<file path="config.mk">
export PLATFORM = sky130hd
export DESIGN_NAME = pef_echo_select
export DESIGN_NICKNAME = d
export VERILOG_FILES = /design/src/pef_pkg.sv /design/src/pef_psel_if.sv /design/src/pef_fault_resolve.sv /design/src/pef_echo_select.sv
export SDC_FILE = /design/constraint.sdc
export NUM_CORES = 1
export LEC_CHECK = 0
export BUFFER_PORTS_ARGS = -buffer_cell sky130_fd_sc_hd__buf_4
export CAP_MARGIN = 20
export CORE_MARGIN = 4
export CORE_UTILIZATION = 43
export CTS_CLUSTER_DIAMETER = 50
export DETAILED_ROUTE_END_ITERATION = 10
export PLACE_DENSITY = 0.64
export SLEW_MARGIN = 20
export SYNTH_ARGS = -nofsm -noshare
export SYNTH_HDL_FRONTEND = slang
export SYNTH_SLANG_ARGS = --single-unit
</file>
<file path="constraint.sdc">
create_clock -name core_clk -period 6.1 [get_ports core_clk]
set_clock_uncertainty 0.15 [all_clocks]
set_input_delay 0.305 -clock core_clk [delete_from_list [all_inputs] [get_ports core_clk]]
set_output_delay 0.305 -clock core_clk [all_outputs]
set_load 0.02 [all_outputs]
</file>
<file path="src/pef_pkg.sv">
`default_nettype none
package pef_pkg;
    // ==========================================================
    // bus and widths
    localparam int          ADDR_W       = 8;
    localparam int          DATA_W       = 32;
    localparam int          TMR_W_DEF    = 16;
    localparam int          NUM_CH       = 4;
    localparam int          NUM_LOOPS    = 6;
    // ==========================================================
    // register offsets
    localparam logic [7:0]  OFS_CTRL     = 8'h00;
    localparam logic [7:0]  OFS_ECHO_DUR = 8'h04;
    localparam logic [7:0]  OFS_LOCK_DUR = 8'h08;
    localparam logic [7:0]  OFS_PRIO_DUR = 8'h0C;
    localparam logic [7:0]  OFS_STATUS   = 8'h10;
    // ==========================================================
    // field layout
    localparam int          CTRL_W       = 5;
    localparam int          CTRL_SCH_LSB = 0;
    localparam int          CTRL_CH_LSB  = 2;
    localparam int          CTRL_GDOC    = 4;
    localparam int          STAT_ST_LSB  = 0;
    localparam int          STAT_ECHO    = 2;
    localparam int          STAT_ACC     = 3;
    localparam int          STAT_T3P     = 4;
    localparam int          STAT_VOID    = 5;
    localparam int          STAT_FT_LSB  = 8;
    // ==========================================================
    // reset values; priority delay defaults to zero
    localparam logic [4:0]  RST_CTRL     = 5'h01;
    localparam logic [15:0] RST_ECHO_DUR = 16'h000A;
    localparam logic [15:0] RST_LOCK_DUR = 16'h0064;
    localparam logic [15:0] RST_PRIO_DUR = 16'h0000;
    // ==========================================================
    // zone loop positions
    localparam int          LP_AG        = 0;
    localparam int          LP_BG        = 1;
    localparam int          LP_CG        = 2;
    localparam int          LP_AB        = 3;
    localparam int          LP_BC        = 4;
    localparam int          LP_CA        = 5;
    // ==========================================================
    // echo codes
    localparam logic [3:0]  ECHO2_AG     = 4'h1;
    localparam logic [3:0]  ECHO2_BG     = 4'h2;
    localparam logic [3:0]  ECHO2_CG     = 4'h3;
    localparam logic [3:0]  ECHO4_AG     = 4'h1;
    localparam logic [3:0]  ECHO4_BG     = 4'h2;
    localparam logic [3:0]  ECHO4_CG     = 4'h4;
    localparam logic [3:0]  MASK_ONE     = 4'h1;
    localparam logic [3:0]  MASK_TWO     = 4'h3;
    localparam logic [3:0]  MASK_FOUR    = 4'hF;
    // ==========================================================
    // enumerations
    typedef enum logic [1:0] {SCH_UNDER, SCH_OVER, SCH_HYB, SCH_DCUB} pef_scheme_t;
    typedef enum logic [1:0] {CH_ONE, CH_TWO, CH_FOUR, CH_RSVD} pef_chan_t;
    typedef enum logic [1:0] {ES_IDLE, ES_PULSE, ES_LOCK} pef_echo_st_t;
    typedef enum logic [3:0] {
        FT_AG, FT_BG, FT_CG, FT_AB, FT_ABG, FT_BC, FT_BCG,
        FT_CA, FT_CAG, FT_3P, FT_UNREC
    } pef_fault_t;
endpackage : pef_pkg
`default_nettype wire

</file>
<file path="src/pef_psel_if.sv">
`default_nettype none
interface pef_psel_if;
    import pef_pkg::*;
    pef_fault_t                 ps_type;
    logic                       ps_void;
    logic [NUM_LOOPS-1:0]       z1_loops;
    logic [NUM_LOOPS-1:0]       z2_loops;
    pef_scheme_t                scheme;
    pef_fault_t                 res_type;
    logic                       res_void;
    modport resolver (input ps_type, ps_void, z1_loops, z2_loops, scheme,
                      output res_type, res_void);
    modport user (output ps_type, ps_void, z1_loops, z2_loops, scheme,
                  input res_type, res_void);
endinterface : pef_psel_if
`default_nettype wire

</file>
<file path="src/pef_fault_resolve.sv">
`default_nettype none
module pef_fault_resolve (
    pef_psel_if.resolver        psel
);
    import pef_pkg::*;

    // ==========================================================
    // fault type from the six loops of one zone
    function automatic pef_fault_t pef_decode_loops(input logic [NUM_LOOPS-1:0] lp);
        logic [2:0] g;
        logic [2:0] p;
        g = {lp[LP_CG], lp[LP_BG], lp[LP_AG]};
        p = {lp[LP_CA], lp[LP_BC], lp[LP_AB]};
        pef_decode_loops = FT_UNREC;
        if (p == 3'b111) begin
            pef_decode_loops = FT_3P;
        end else if (p == 3'b000) begin
            case (g)
                3'b001:  pef_decode_loops = FT_AG;
                3'b010:  pef_decode_loops = FT_BG;
                3'b100:  pef_decode_loops = FT_CG;
                3'b011:  pef_decode_loops = FT_ABG;
                3'b110:  pef_decode_loops = FT_BCG;
                3'b101:  pef_decode_loops = FT_CAG;
                3'b111:  pef_decode_loops = FT_3P;
                default: pef_decode_loops = FT_UNREC;
            endcase
        end else begin
            // a ground loop outside the phase pair cannot form one pattern
            case ({p, g})
                6'b001_000: pef_decode_loops = FT_AB;
                6'b001_011: pef_decode_loops = FT_ABG;
                6'b010_000: pef_decode_loops = FT_BC;
                6'b010_110: pef_decode_loops = FT_BCG;
                6'b100_000: pef_decode_loops = FT_CA;
                6'b100_101: pef_decode_loops = FT_CAG;
                default:    pef_decode_loops = FT_UNREC;
            endcase
        end
    endfunction : pef_decode_loops

    // ==========================================================
    // invalid flag and zone fallback
    logic [NUM_LOOPS-1:0] zone;

    always_comb begin
        psel.res_void = psel.ps_void || (psel.ps_type == FT_UNREC);
        zone = (psel.scheme == SCH_UNDER) ? psel.z1_loops : psel.z2_loops;
        psel.res_type = psel.res_void ? pef_decode_loops(zone) : psel.ps_type;
    end
endmodule : pef_fault_resolve
`default_nettype wire

</file>
<file path="src/pef_echo_select.sv">
// Operation
// - permissive overreach mode echoes a reliable received permissive when line end open
// - hybrid mode also needs no reverse call from zone 4 or ground directional
// - echo is one pulse, then lockout for a programmed interval
// - pulse length is programmed, independent of received input shape
// - any operated overreaching element suppresses the echo
// - echo exists only in overreach, hybrid and unblocking schemes
// - one-bit channel echoes receive bit one on transmit bit one
// - two-bit channel: AG 1,0; BG 0,1; CG 1,1; else as received
// - four-bit channel: AG bit one, BG bit two, CG bit three; else as received
// - invalid-fault flag raised when no single valid fault pattern fits
// - invalid flag with a local trip request gives a three-pole trip
// - invalid flag: underreach transfer uses zone 1, others zone 2
// - zone fallback examines all six fault loops
// - priority timer holds off local trip acceptance for its interval
`default_nettype none
module pef_echo_select #(
    parameter int TMR_W = pef_pkg::TMR_W_DEF
) (
    input  wire logic                           core_clk,
    input  wire logic                           reset_n,
    input  wire logic [pef_pkg::ADDR_W-1:0]     reg_addr,
    input  wire logic [pef_pkg::DATA_W-1:0]     reg_wdata,
    input  wire logic                           reg_wr,
    input  wire logic                           reg_rd,
    output logic      [pef_pkg::DATA_W-1:0]     reg_rdata_r,
    input  wire logic [pef_pkg::NUM_CH-1:0]     receive_bits,
    input  wire logic [pef_pkg::NUM_CH-1:0]     guard_loss,
    input  wire logic                           line_open,
    input  wire logic                           overreach_op,
    input  wire logic                           z4_reverse,
    input  wire logic                           gdoc_reverse,
    input  wire pef_pkg::pef_fault_t            ps_type,
    input  wire logic                           ps_void,
    input  wire logic [pef_pkg::NUM_LOOPS-1:0]  z1_loops,
    input  wire logic [pef_pkg::NUM_LOOPS-1:0]  z2_loops,
    input  wire logic                           local_trip_req,
    output logic      [pef_pkg::NUM_CH-1:0]     transmit_bits_r,
    output logic                                echo_active_r,
    output logic                                fault_void_r,
    output pef_pkg::pef_fault_t                 fault_type_r,
    output logic                                trip_accept_r,
    output logic                                trip_3p_r
);
    import pef_pkg::*;

    // ==========================================================
    // parameter check
    if (TMR_W < 1 || TMR_W > DATA_W) begin : g_bad_tmr
        $error("TMR_W must lie between 1 and the data width");
    end

    // ==========================================================
    // state
    typedef struct packed {
        logic [CTRL_W-1:0]  ctrl;
        logic [TMR_W-1:0]   echo_dur;
        logic [TMR_W-1:0]   lock_dur;
        logic [TMR_W-1:0]   prio_dur;
        pef_echo_st_t       st;
        logic [TMR_W-1:0]   cnt;
        logic [TMR_W-1:0]   pcnt;
        logic [NUM_CH-1:0]  tx;
        logic               echo;
        logic               vd;
        pef_fault_t         ft;
        logic               acc;
        logic               t3p;
        logic [DATA_W-1:0]  rdata;
    } pef_state_t;

    pef_state_t s_r;
    pef_state_t s_nxt;

    pef_psel_if psel ();

    pef_fault_resolve u_resolve (
        .psel (psel.resolver)
    );

    pef_scheme_t        scheme;
    pef_chan_t          chan;
    logic               gdoc_en;
    logic [NUM_CH-1:0]  ch_mask;
    logic [NUM_CH-1:0]  rx_eff;
    logic               hybrid_like;
    logic               echo_ok;
    logic               rev_fault;

    assign scheme  = pef_scheme_t'(s_r.ctrl[CTRL_SCH_LSB +: 2]);
    assign chan    = pef_chan_t'(s_r.ctrl[CTRL_CH_LSB +: 2]);
    assign gdoc_en = s_r.ctrl[CTRL_GDOC];

    assign psel.ps_type  = ps_type;
    assign psel.ps_void  = ps_void;
    assign psel.z1_loops = z1_loops;
    assign psel.z2_loops = z2_loops;
    assign psel.scheme   = scheme;

    // ==========================================================
    // echo pattern by channel width and local fault type
    function automatic logic [NUM_CH-1:0] pef_echo_code(
        input pef_chan_t ch, input pef_fault_t ft, input logic [NUM_CH-1:0] rxv);
        pef_echo_code = rxv;
        case (ch)
            CH_ONE: pef_echo_code = rxv & MASK_ONE;
            CH_TWO: begin
                case (ft)
                    FT_AG:   pef_echo_code = ECHO2_AG;
                    FT_BG:   pef_echo_code = ECHO2_BG;
                    FT_CG:   pef_echo_code = ECHO2_CG;
                    default: pef_echo_code = rxv & MASK_TWO;
                endcase
            end
            CH_FOUR: begin
                case (ft)
                    FT_AG:   pef_echo_code = ECHO4_AG;
                    FT_BG:   pef_echo_code = ECHO4_BG;
                    FT_CG:   pef_echo_code = ECHO4_CG;
                    default: pef_echo_code = rxv & MASK_FOUR;
                endcase
            end
            default: pef_echo_code = '0;
        endcase
    endfunction : pef_echo_code

    // ==========================================================
    // echo qualification
    always_comb begin
        case (chan)
            CH_ONE:  ch_mask = MASK_ONE;
            CH_TWO:  ch_mask = MASK_TWO;
            CH_FOUR: ch_mask = MASK_FOUR;
            default: ch_mask = '0;
        endcase
        // unblocking needs guard loss beside the receive bit
        rx_eff = (scheme == SCH_DCUB) ? (receive_bits & guard_loss & ch_mask)
                                      : (receive_bits & ch_mask);
        hybrid_like = (scheme == SCH_HYB) || (scheme == SCH_DCUB);
        rev_fault = z4_reverse || (gdoc_en && gdoc_reverse);
        echo_ok = (scheme != SCH_UNDER)
               && line_open && (rx_eff != '0)
               && !overreach_op
               && !(hybrid_like && rev_fault);
    end

    // ==========================================================
    // next state
    always_comb begin
        s_nxt = s_r;
        s_nxt.rdata = '0;

        // register port
        if (reg_wr) begin
            case (reg_addr)
                OFS_CTRL:     s_nxt.ctrl     = reg_wdata[CTRL_W-1:0];
                OFS_ECHO_DUR: s_nxt.echo_dur = reg_wdata[TMR_W-1:0];
                OFS_LOCK_DUR: s_nxt.lock_dur = reg_wdata[TMR_W-1:0];
                OFS_PRIO_DUR: s_nxt.prio_dur = reg_wdata[TMR_W-1:0];
                default:      s_nxt.ctrl     = s_r.ctrl;
            endcase
        end
        if (reg_rd) begin
            case (reg_addr)
                OFS_CTRL:     s_nxt.rdata[CTRL_W-1:0] = s_r.ctrl;
                OFS_ECHO_DUR: s_nxt.rdata[TMR_W-1:0]  = s_r.echo_dur;
                OFS_LOCK_DUR: s_nxt.rdata[TMR_W-1:0]  = s_r.lock_dur;
                OFS_PRIO_DUR: s_nxt.rdata[TMR_W-1:0]  = s_r.prio_dur;
                OFS_STATUS: begin
                    s_nxt.rdata[STAT_ST_LSB +: 2] = s_r.st;
                    s_nxt.rdata[STAT_ECHO]        = s_r.echo;
                    s_nxt.rdata[STAT_ACC]         = s_r.acc;
                    s_nxt.rdata[STAT_T3P]         = s_r.t3p;
                    s_nxt.rdata[STAT_VOID]        = s_r.vd;
                    s_nxt.rdata[STAT_FT_LSB +: 4] = s_r.ft;
                end
                default:      s_nxt.rdata = '0;
            endcase
        end

        // fault type, refreshed every cycle
        s_nxt.vd = psel.res_void;
        s_nxt.ft = psel.res_type;

        // echo one-shot; a zero setting still gives one cycle
        case (s_r.st)
            ES_IDLE: begin
                if (echo_ok) begin
                    s_nxt.st   = ES_PULSE;
                    s_nxt.cnt  = TMR_W'(1);
                    s_nxt.echo = 1'b1;
                    s_nxt.tx   = pef_echo_code(chan, psel.res_type, rx_eff);
                end
            end
            ES_PULSE: begin
                // length from the setting, cut short by overreach_op; receive bits are not looked at
                if (overreach_op || s_r.cnt >= s_r.echo_dur) begin
                    s_nxt.st   = ES_LOCK;
                    s_nxt.cnt  = TMR_W'(1);
                    s_nxt.echo = 1'b0;
                    s_nxt.tx   = '0;
                end else begin
                    s_nxt.cnt = s_r.cnt + TMR_W'(1);
                end
            end
            ES_LOCK: begin
                if (s_r.cnt >= s_r.lock_dur) begin
                    s_nxt.st  = ES_IDLE;
                    s_nxt.cnt = '0;
                end else begin
                    s_nxt.cnt = s_r.cnt + TMR_W'(1);
                end
            end
            default: begin
                s_nxt.st   = ES_IDLE;
                s_nxt.cnt  = '0;
                s_nxt.echo = 1'b0;
                s_nxt.tx   = '0;
            end
        endcase

        // pilot priority hold-off on local trips
        if (!local_trip_req) begin
            s_nxt.pcnt = '0;
            s_nxt.acc  = 1'b0;
        end else if (s_r.pcnt >= s_r.prio_dur) begin
            s_nxt.acc = 1'b1;
        end else begin
            s_nxt.pcnt = s_r.pcnt + TMR_W'(1);
        end
        s_nxt.t3p = s_nxt.acc && psel.res_void;
    end

    always_ff @(posedge core_clk or negedge reset_n) begin
        if (!reset_n) begin
            s_r          <= '0;
            s_r.ctrl     <= RST_CTRL;
            s_r.echo_dur <= TMR_W'(RST_ECHO_DUR);
            s_r.lock_dur <= TMR_W'(RST_LOCK_DUR);
            s_r.prio_dur <= TMR_W'(RST_PRIO_DUR);
            s_r.st       <= ES_IDLE;
            s_r.ft       <= FT_UNREC;
        end else begin
            s_r <= s_nxt;
        end
    end

    assign reg_rdata_r     = s_r.rdata;
    assign transmit_bits_r = s_r.tx;
    assign echo_active_r   = s_r.echo;
    assign fault_void_r    = s_r.vd;
    assign fault_type_r    = s_r.ft;
    assign trip_accept_r   = s_r.acc;
    assign trip_3p_r       = s_r.t3p;

    // ==========================================================
    // checks
    logic [TMR_W-1:0] act_len;
    always_ff @(posedge core_clk or negedge reset_n) begin
        if (!reset_n) begin
            act_len <= '0;
        end else begin
            act_len <= s_nxt.echo ? act_len + TMR_W'(1) : '0;
        end
    end
endmodule : pef_echo_select
`default_nettype wire

</file>
==> Word level (Yosys, flattened, before mapping) <==
Index checks and enable logic that the tools add are counted.
{ "classes": {"n_mux": 30, "bitwise": 4, "order_cmp": 3, "addsub": 2, "reduce_logical": 27, "n_eq_ne": 31} }
{ "ops": {"columns": ["cell", "count"], "rows": [
  ["two-way mux 16 bit", 5],
  ["one-hot mux 18 bit (3 select lines)", 1],
  [">= comparator 16 bit", 3],
  ["one-hot mux 4 bit (3 select lines)", 4],
  ["adder 16 x 1 -> 16 bit (second input constant)", 2],
  ["one-hot mux 4 bit (7 select lines)", 1],
  ["one-hot mux 5 bit (5 select lines)", 1],
  ["one-hot mux 4 bit (6 select lines)", 1],
  ["two-way mux 18 bit", 1],
  ["equality test 8 x 4 -> 1 bit (second input constant)", 2],
  ["two-way mux 4 bit", 4],
  ["one-hot mux 4 bit (4 select lines)", 1],
  ["equality test 3 bit (second input constant)", 5],
  ["one-hot mux 5 bit (3 select lines)", 1],
  ["AND 4 bit", 3],
  ["equality test 6 x 4 -> 1 bit (second input constant)", 2],
  ["equality test 6 x 5 -> 1 bit (second input constant)", 2],
  ["equality test 6 bit (second input constant)", 2],
  ["one-hot mux 2 bit (3 select lines)", 2],
  ["two-way mux 5 bit", 2],
  ["equality test 2 bit (second input constant)", 4],
  ["equality test 8 x 3 -> 1 bit (second input constant)", 1],
  ["equality test 8 x 5 -> 1 bit (second input constant)", 1],
  ["logical NOT 8 bit", 1],
  ["other kinds (22)", 45]
]} }
{ "totals": {"wordCells": 111, "output_inout_bits": 44, "regBits": 131} }

==> Logic depth before layout (Yosys ltp) <==
{ "depth": {"word_depth": 12, "depth_mapped": 12, "depth_no_buf": 10} }

==> Cells and area by module <==
From an unflattened synthesis, not the netlist that was laid out.
{ "hier_totals": {"hier_cells": 786, "area_unflattened_um2": 7449.6} }
{ "modules_own_cells": {"columns": ["module", "cells_each", "n_inst", "area_each_um2", "seq_area_each_um2"], "rows": [
  ["pef_echo_select", 684, 1, 6766.5, 2887.8],
  ["pef_fault_resolve", 102, 1, 683.2, 0.0]
]} }

==> Worst setup path before layout <==
OpenSTA, ideal clock, no wires.
{ "synth_timing": {"path_kind": "register -> register", "from": "reg s_r[44] (netlist bit)", "to": "reg s_r[53] (netlist bit)", "path_stages_with_launch": 12, "path_buffers": 1, "setup_ns": 0.078, "setup_slack_ns": 3.451, "period_less_slack_ns": 2.649, "arrival_time_ns": 2.421, "path_cell_list": "dfrtp_1 inv_1 ha_1 nand2b_1 a21o_1 a21o_1 a21o_1 a21o_1 a21o_1 clkbuf_1 or4_1 a21oi_1"} }
{ "synth_via": {"elab_chain_cells": 3, "word_cells_on_any_way": 5, "cone_classes": "add/sub (1); order compare (1); eq/ne (1); mux (2)"} }
{ "synth_rtl": {"columns": ["element", "line", "source"], "rows": [
  ["from (decl)", "pef_echo_select.sv:72", "pef_state_t s_r;"],
  ["from (signal assigned)", "pef_echo_select.sv:244", "s_r <= s_nxt;"],
  ["adder 16 x 1 -> 16 bit", "pef_echo_select.sv:229", "s_nxt.pcnt = s_r.pcnt + TMR_W'(1);"],
  ["two-way mux 16 bit", "pef_echo_select.sv:226", "end else if (s_r.pcnt >= s_r.prio_dur) begin"],
  ["two-way mux 16 bit", "pef_echo_select.sv:223", "if (!local_trip_req) begin"]
]} }
Parallel ways exist; a longest one is shown, timed or not. The select of a mux whose other input is x is not followed.
A chain may end at the register's enable or synchronous reset.

==> Final worst setup path <==
{ "layout_timing": {"from": "reg s_r (netlist bit psel.scheme[1])", "to": "reg s_r (netlist bit transmit_bits_r[1])"} }
{ "layout_via": {"elab_chain_cells": 12, "word_cells_on_any_way": 44, "cone_classes": "eq/ne (19); mux (12); reduce/logical (13)"} }
{ "layout_rtl": {"columns": ["element", "line", "source"], "rows": [
  ["logical NOT 2 bit *", "pef_fault_resolve.sv:48", "zone = (psel.scheme == SCH_UNDER) ? psel.z1_loops : psel.z2_loops;"],
  ["two-way mux 6 bit *", "pef_fault_resolve.sv:48", null],
  ["equality test 6 bit, or another cell as far along", "pef_fault_resolve.sv:30", "case ({p, g})"],
  ["one-hot mux 4 bit (6 select lines) / one-hot mux 4 bit (7 select lines) (equally long branches)", "pef_fault_resolve.sv:30, pef_fault_resolve.sv:18", null],
  ["two-way mux 4 bit", "pef_fault_resolve.sv:17", "end else if (p == 3'b000) begin"],
  ["two-way mux 4 bit *", "pef_fault_resolve.sv:15", "if (p == 3'b111) begin"],
  ["two-way mux 4 bit *", "pef_fault_resolve.sv:49", "psel.res_type = psel.res_void ? pef_decode_loops(zone) : psel.ps_type;"],
  ["named net psel.res_type[3]", "pef_psel_if.sv:9", "pef_fault_t res_type;"],
  ["equality test 4 x 2 -> 1 bit, or another cell as far along", "pef_echo_select.sv:108, pef_echo_select.sv:116", null],
  ["one-hot mux 4 bit (3 select lines) / one-hot mux 2 bit (3 select lines) (equally long branches)", "pef_echo_select.sv:116, pef_echo_select.sv:108", null],
  ["one-hot mux 4 bit (3 select lines) *", "pef_echo_select.sv:105", "case (ch)"],
  ["two-way mux 5 bit *", "pef_echo_select.sv:188", "if (echo_ok) begin"],
  ["one-hot mux 5 bit (3 select lines) *", "pef_echo_select.sv:186", "case (s_r.st)"]
]} }
Mark *: on every way through the listed nets, which the timed path passes. The rest lies on a longest branch. The select of a mux whose other input is x is not followed.

==> flow_results.xml <==
<?xml version="1.0" encoding="UTF-8"?>
<metrics>
  <group name="critical_path">
    <metric name="cp-start-kind" unit="">register</metric>
    <metric name="endpoint_kind" unit="">register</metric>
    <metric name="critPathMaxStageDelay" unit="ps">690</metric>
    <metric name="arrival" unit="ps">3440</metric>
    <metric name="worst-endpoint-required" unit="ps">6260</metric>
    <metric name="timing.critical_path.fanout_max" unit="">17</metric>
    <metric name="cp_slowest_cell" unit="">sky130_fd_sc_hd__dfrtp_1</metric>
    <metric name="timing_worst_setup_path_type" unit="">register to register</metric>
    <metric name="crit_path_cell_trace" unit="">or2_1 &gt; a21oi_1 &gt; or4_1 &gt; o22ai_1 &gt; a21oi_1 &gt; or2_1 &gt; o31a_1 &gt; a32o_1</metric>
  </group>
  <group name="clock_tree">
    <metric name="cts.htree.levels" unit="">4</metric>
    <metric name="cts_post_setup_buffers_inserted" unit="">0</metric>
    <metric name="cts_max_path_buffers" unit="">2</metric>
    <metric name="tritoncts_num_sinks" unit="">115</metric>
    <metric name="cts_root_buf" unit="">sky130_fd_sc_hd__clkbuf_16</metric>
    <metric name="clk_pin_slew_worst_paths" unit="ps">60</metric>
    <metric name="post_cts_resize_count" unit="">0</metric>
    <metric name="tritoncts_clock_tree" unit="">built</metric>
    <metric name="holdBufCountCts" unit="">13</metric>
    <metric name="insertion_delay" unit="ps">420</metric>
    <metric name="cts_buffers" unit="">17</metric>
  </group>
  <group name="logic_synthesis">
    <metric name="async_flop_share" unit="">1.00</metric>
    <metric name="synth.lib_cells_used.distinct" unit="">66</metric>
    <metric name="synth_simple_gate_area_frac" unit="">0.153</metric>
    <metric name="synth-edff-count" unit="">0</metric>
    <metric name="yosys_register_bits" unit="">115</metric>
    <metric name="area_share_of_xor_xnor_cells_in_the_synthesized_design" unit="">0.00953</metric>
    <metric name="synthesized_area_fraction_occupied_by_ao_oa_aoi_and_oai_cells" unit="">0.172</metric>
    <metric name="syn_area_per_cell" unit="sq um">9.45</metric>
    <metric name="ys.flop_type" unit="">sky130_fd_sc_hd__dfrtp_1</metric>
    <metric name="synth-seq-area-share" unit="">0.393</metric>
    <metric name="synthAdderAreaFrac" unit="">0.0919</metric>
    <metric name="synth_top_family_by_area" unit="">compound AO/OA/AOI/OAI gates</metric>
    <metric name="syn-cell-area" unit="sq um">7350</metric>
    <metric name="muxShareOfSynthArea" unit="">0.0888</metric>
    <metric name="postSynthCellCount" unit="">778</metric>
    <metric name="yosysWarnings" unit="">0</metric>
  </group>
  <group name="floorplan">
    <metric name="initial_cell_density_of_the_core" unit="">0.442</metric>
    <metric name="design.core.area" unit="sq um">16600</metric>
    <metric name="die_height" unit="microns">139</metric>
    <metric name="die_area" unit="sq um">19300</metric>
    <metric name="number_of_cell_rows" unit="">47</metric>
    <metric name="design.portCount" unit="">118</metric>
    <metric name="die_w" unit="microns">139</metric>
  </group>
  <group name="min_path">
    <metric name="hp-class" unit="">input pin to register</metric>
  </group>
  <group name="timing">
    <metric name="hold-worst-slack" unit="ps">10.1</metric>
    <metric name="layout_min_cycle_time" unit="ps">3280</metric>
    <metric name="fmax" unit="MHz">305</metric>
    <metric name="final_max_slew_viol_count" unit="">0</metric>
    <metric name="final.setup.worst_slack" unit="ps">2820</metric>
    <metric name="timing.final.crit_share" unit="">0.538</metric>
    <metric name="maxSlewHeadroom" unit="">0.286</metric>
    <metric name="tightest_slew" unit="ps">1070</metric>
    <metric name="hold_violations" unit="">0</metric>
    <metric name="fin_tns_setup" unit="ps">0</metric>
    <metric name="setup_violations" unit="">0</metric>
    <metric name="grt_setup_unrepaired" unit="">false</metric>
  </group>
  <group name="placed_design">
    <metric name="dp.cells" unit="">1029</metric>
    <metric name="dp_hpwl" unit="mm">13.5</metric>
    <metric name="portBuffers" unit="">85</metric>
    <metric name="final_weighted_congestion_in_routability_driven_placement" unit="">0.843</metric>
    <metric name="place_worst_setup_slack" unit="ps">2830</metric>
  </group>
  <group name="routing">
    <metric name="ant_nets" unit="">0</metric>
    <metric name="drc" unit="">0</metric>
    <metric name="route.detailed.wl_per_inst" unit="microns">17.0</metric>
    <metric name="drt-total-wl" unit="mm">18.2</metric>
    <metric name="dr.pass1.iters" unit="">8</metric>
    <metric name="vias_per_cell" unit="">5.51</metric>
    <metric name="number_of_vias_in_the_routed_layout" unit="">5927</metric>
    <metric name="drt_iter0_drc" unit="">334</metric>
  </group>
  <group name="global_routing">
    <metric name="global_route_wire_length_before_repair" unit="mm">30.2</metric>
    <metric name="grt_use_total" unit="">0.194</metric>
    <metric name="grt_max_degree" unit="">78</metric>
    <metric name="antenna_violations_before_repair" unit="">0</metric>
    <metric name="first_global_vias" unit="">5824</metric>
    <metric name="grt-ovfl-total" unit="">0</metric>
  </group>
  <group name="flow_run">
    <metric name="timing.max_cap.violations" unit="">0</metric>
  </group>
  <group name="final_layout">
    <metric name="insertedDiodeCount" unit="">0</metric>
    <metric name="fraction_of_layout_cells_with_a_size_suffix_above_1" unit="">0.220</metric>
    <metric name="seqCellArea" unit="sq um">2890</metric>
    <metric name="final_net_count" unit="">970</metric>
    <metric name="finish.cell_count_without_fillers" unit="">1075</metric>
    <metric name="fillerInstances" unit="">1534</metric>
    <metric name="areaGrowthSynthToFinish" unit="%">18.8</metric>
    <metric name="multi_input_comb_area" unit="sq um">3860</metric>
  </group>
  <group name="pwr">
    <metric name="total_power" unit="mW">2.30</metric>
    <metric name="vdd_ir_drop_max" unit="mV">0.160</metric>
    <metric name="leakagePower" unit="nW">4.04</metric>
    <metric name="power.density_cell_area" unit="nW/um^2">264</metric>
  </group>
  <group name="run_status">
    <metric name="run_status" unit="">finished, final reports clean</metric>
  </group>
</metrics>
-- kinds of logic (layout without fill, tap and decap cells) --
kind of cell | after synthesis | after routing
other cells | 1 | 16
simple gates | 218 | 218
fa+ha+maj | 54 | 54
buf+inv | 137 | 199
flops | 115 | 115
mux | 58 | 58
xor+xnor | 8 | 8
compound gates | 187 | 187
-- critical path, delay by kind of cell (launching register included) --
kind            cells  cell delay (ps)
simple gates        3             1330
compound gates      5              990
flops               1              690
-- sequential cells by signal (all words and copies together) (netlist names) --
register and flops:
gdoc_en 1, reg_rdata_r 16, chan 2, fault_void_r 1, trip_accept_r 1, trip_3p_r 1
fault_type_r 4, echo_active_r 1, transmit_bits_r 4, psel.scheme 2, s_r 82
-- final timing paths --
path | startpoint | to | slack (ps) | depth (start not counted)
min reg2reg | s_r[102]$_DFFE_PN0P_ | s_r[102]$_DFFE_PN0P_ | 350 | 1
max reg2reg | psel.scheme[1]$_DFFE_PN0P_ | transmit_bits_r[1]$_DFFE_PN0P_ | 2820 | 8
min | reg_wdata[9] | s_r[87]$_DFFE_PN0P_ | 10 | 2
min in group asynchronous | reset_n | s_r[91]$_DFFE_PN0P_ | 260 | 2
max | psel.scheme[1]$_DFFE_PN0P_ | transmit_bits_r[1]$_DFFE_PN0P_ | 2820 | 8
max in group asynchronous | reset_n | s_r[113]$_DFFE_PN1P_ | 4450 | 4
-- power by group --
part           switching [mW]  internal (mW)
combinational           0.199          0.148
sequential             0.0414          0.804
clock                   0.354          0.756
-- final cells by class --
cell class | count | share of cell area
Clock buffer | 23 | 0.0547
Clock inverter | 9 | 0.0202
Inverter | 66 | 0.0284
Multi-Input combinational cell | 541 | 0.442
Sequential cell | 115 | 0.331
Tap cell | 220 | 0.0315
Timing Repair Buffer | 101 | 0.0928
-- per-layer routing --
metal | track usage | wire length, microns | vias to the layer above
li1 | - | - | 2881
met1 | 0.264 | 8410 | 2850
met2 | 0.307 | 8510 | 162
met3 | 0.0438 | 898 | 34
met4 | 0.0659 | 425 | 0
met5 | 0 | 0 | -
-- cell usage in the layout, fill, tap and decap left out, types with 13 or more instances in the layout --
cell type / n
sky130_fd_sc_hd__o21ai_0: 38
sky130_fd_sc_hd__clkbuf_16: 17
sky130_fd_sc_hd__inv_1: 66
sky130_fd_sc_hd__a21oi_1: 35
sky130_fd_sc_hd__nand2_1: 71
sky130_fd_sc_hd__nor2_1: 34
sky130_fd_sc_hd__conb_1: 16
sky130_fd_sc_hd__mux2_2: 54
sky130_fd_sc_hd__ha_1: 54
sky130_fd_sc_hd__buf_4: 87
sky130_fd_sc_hd__nand3_1: 14
sky130_fd_sc_hd__a21o_1: 18
sky130_fd_sc_hd__nor2b_1: 19
sky130_fd_sc_hd__o22ai_1: 13
sky130_fd_sc_hd__a22oi_1: 17
sky130_fd_sc_hd__dlygate4sd3_1: 13
sky130_fd_sc_hd__dfrtp_1: 107
sky130_fd_sc_hd__or4_1: 14
-- Yosys cell counts, drive strengths merged, types with 6 or more instances --
cell type,instances,area share
dfrtp,107,0.36
nor2b,19,0.016
nand4,8,0.0068
o211ai,9,0.0092
and3,6,0.0051
and2,7,0.0060
nand2,71,0.036
inv,66,0.034
dfstp,8,0.029
clkbuf,25,0.013
nand3,14,0.0095
buf,46,0.045
a22oi,17,0.017
o31ai,12,0.012
a211oi,8,0.0082
o21ai,40,0.027
a21oi,35,0.024
nor3,9,0.0061
nor2,35,0.018
ha,54,0.092
or3,6,0.0051
a21o,18,0.018
mux2,55,0.085
xnor2,6,0.0071
or4,14,0.014
nor4,8,0.0068
o22ai,13,0.011
-- stage by stage --
step | cell area, sq um | utilization
after floorplan | 7410 | -
after global placement | 7920 | 0.476
after detailed placement | 7920 | 0.476
after CTS | 8710 | 0.523
after global routing | 8730 | 0.525
final | 8730 | 0.525
Power figures use the tool's default switching activity.
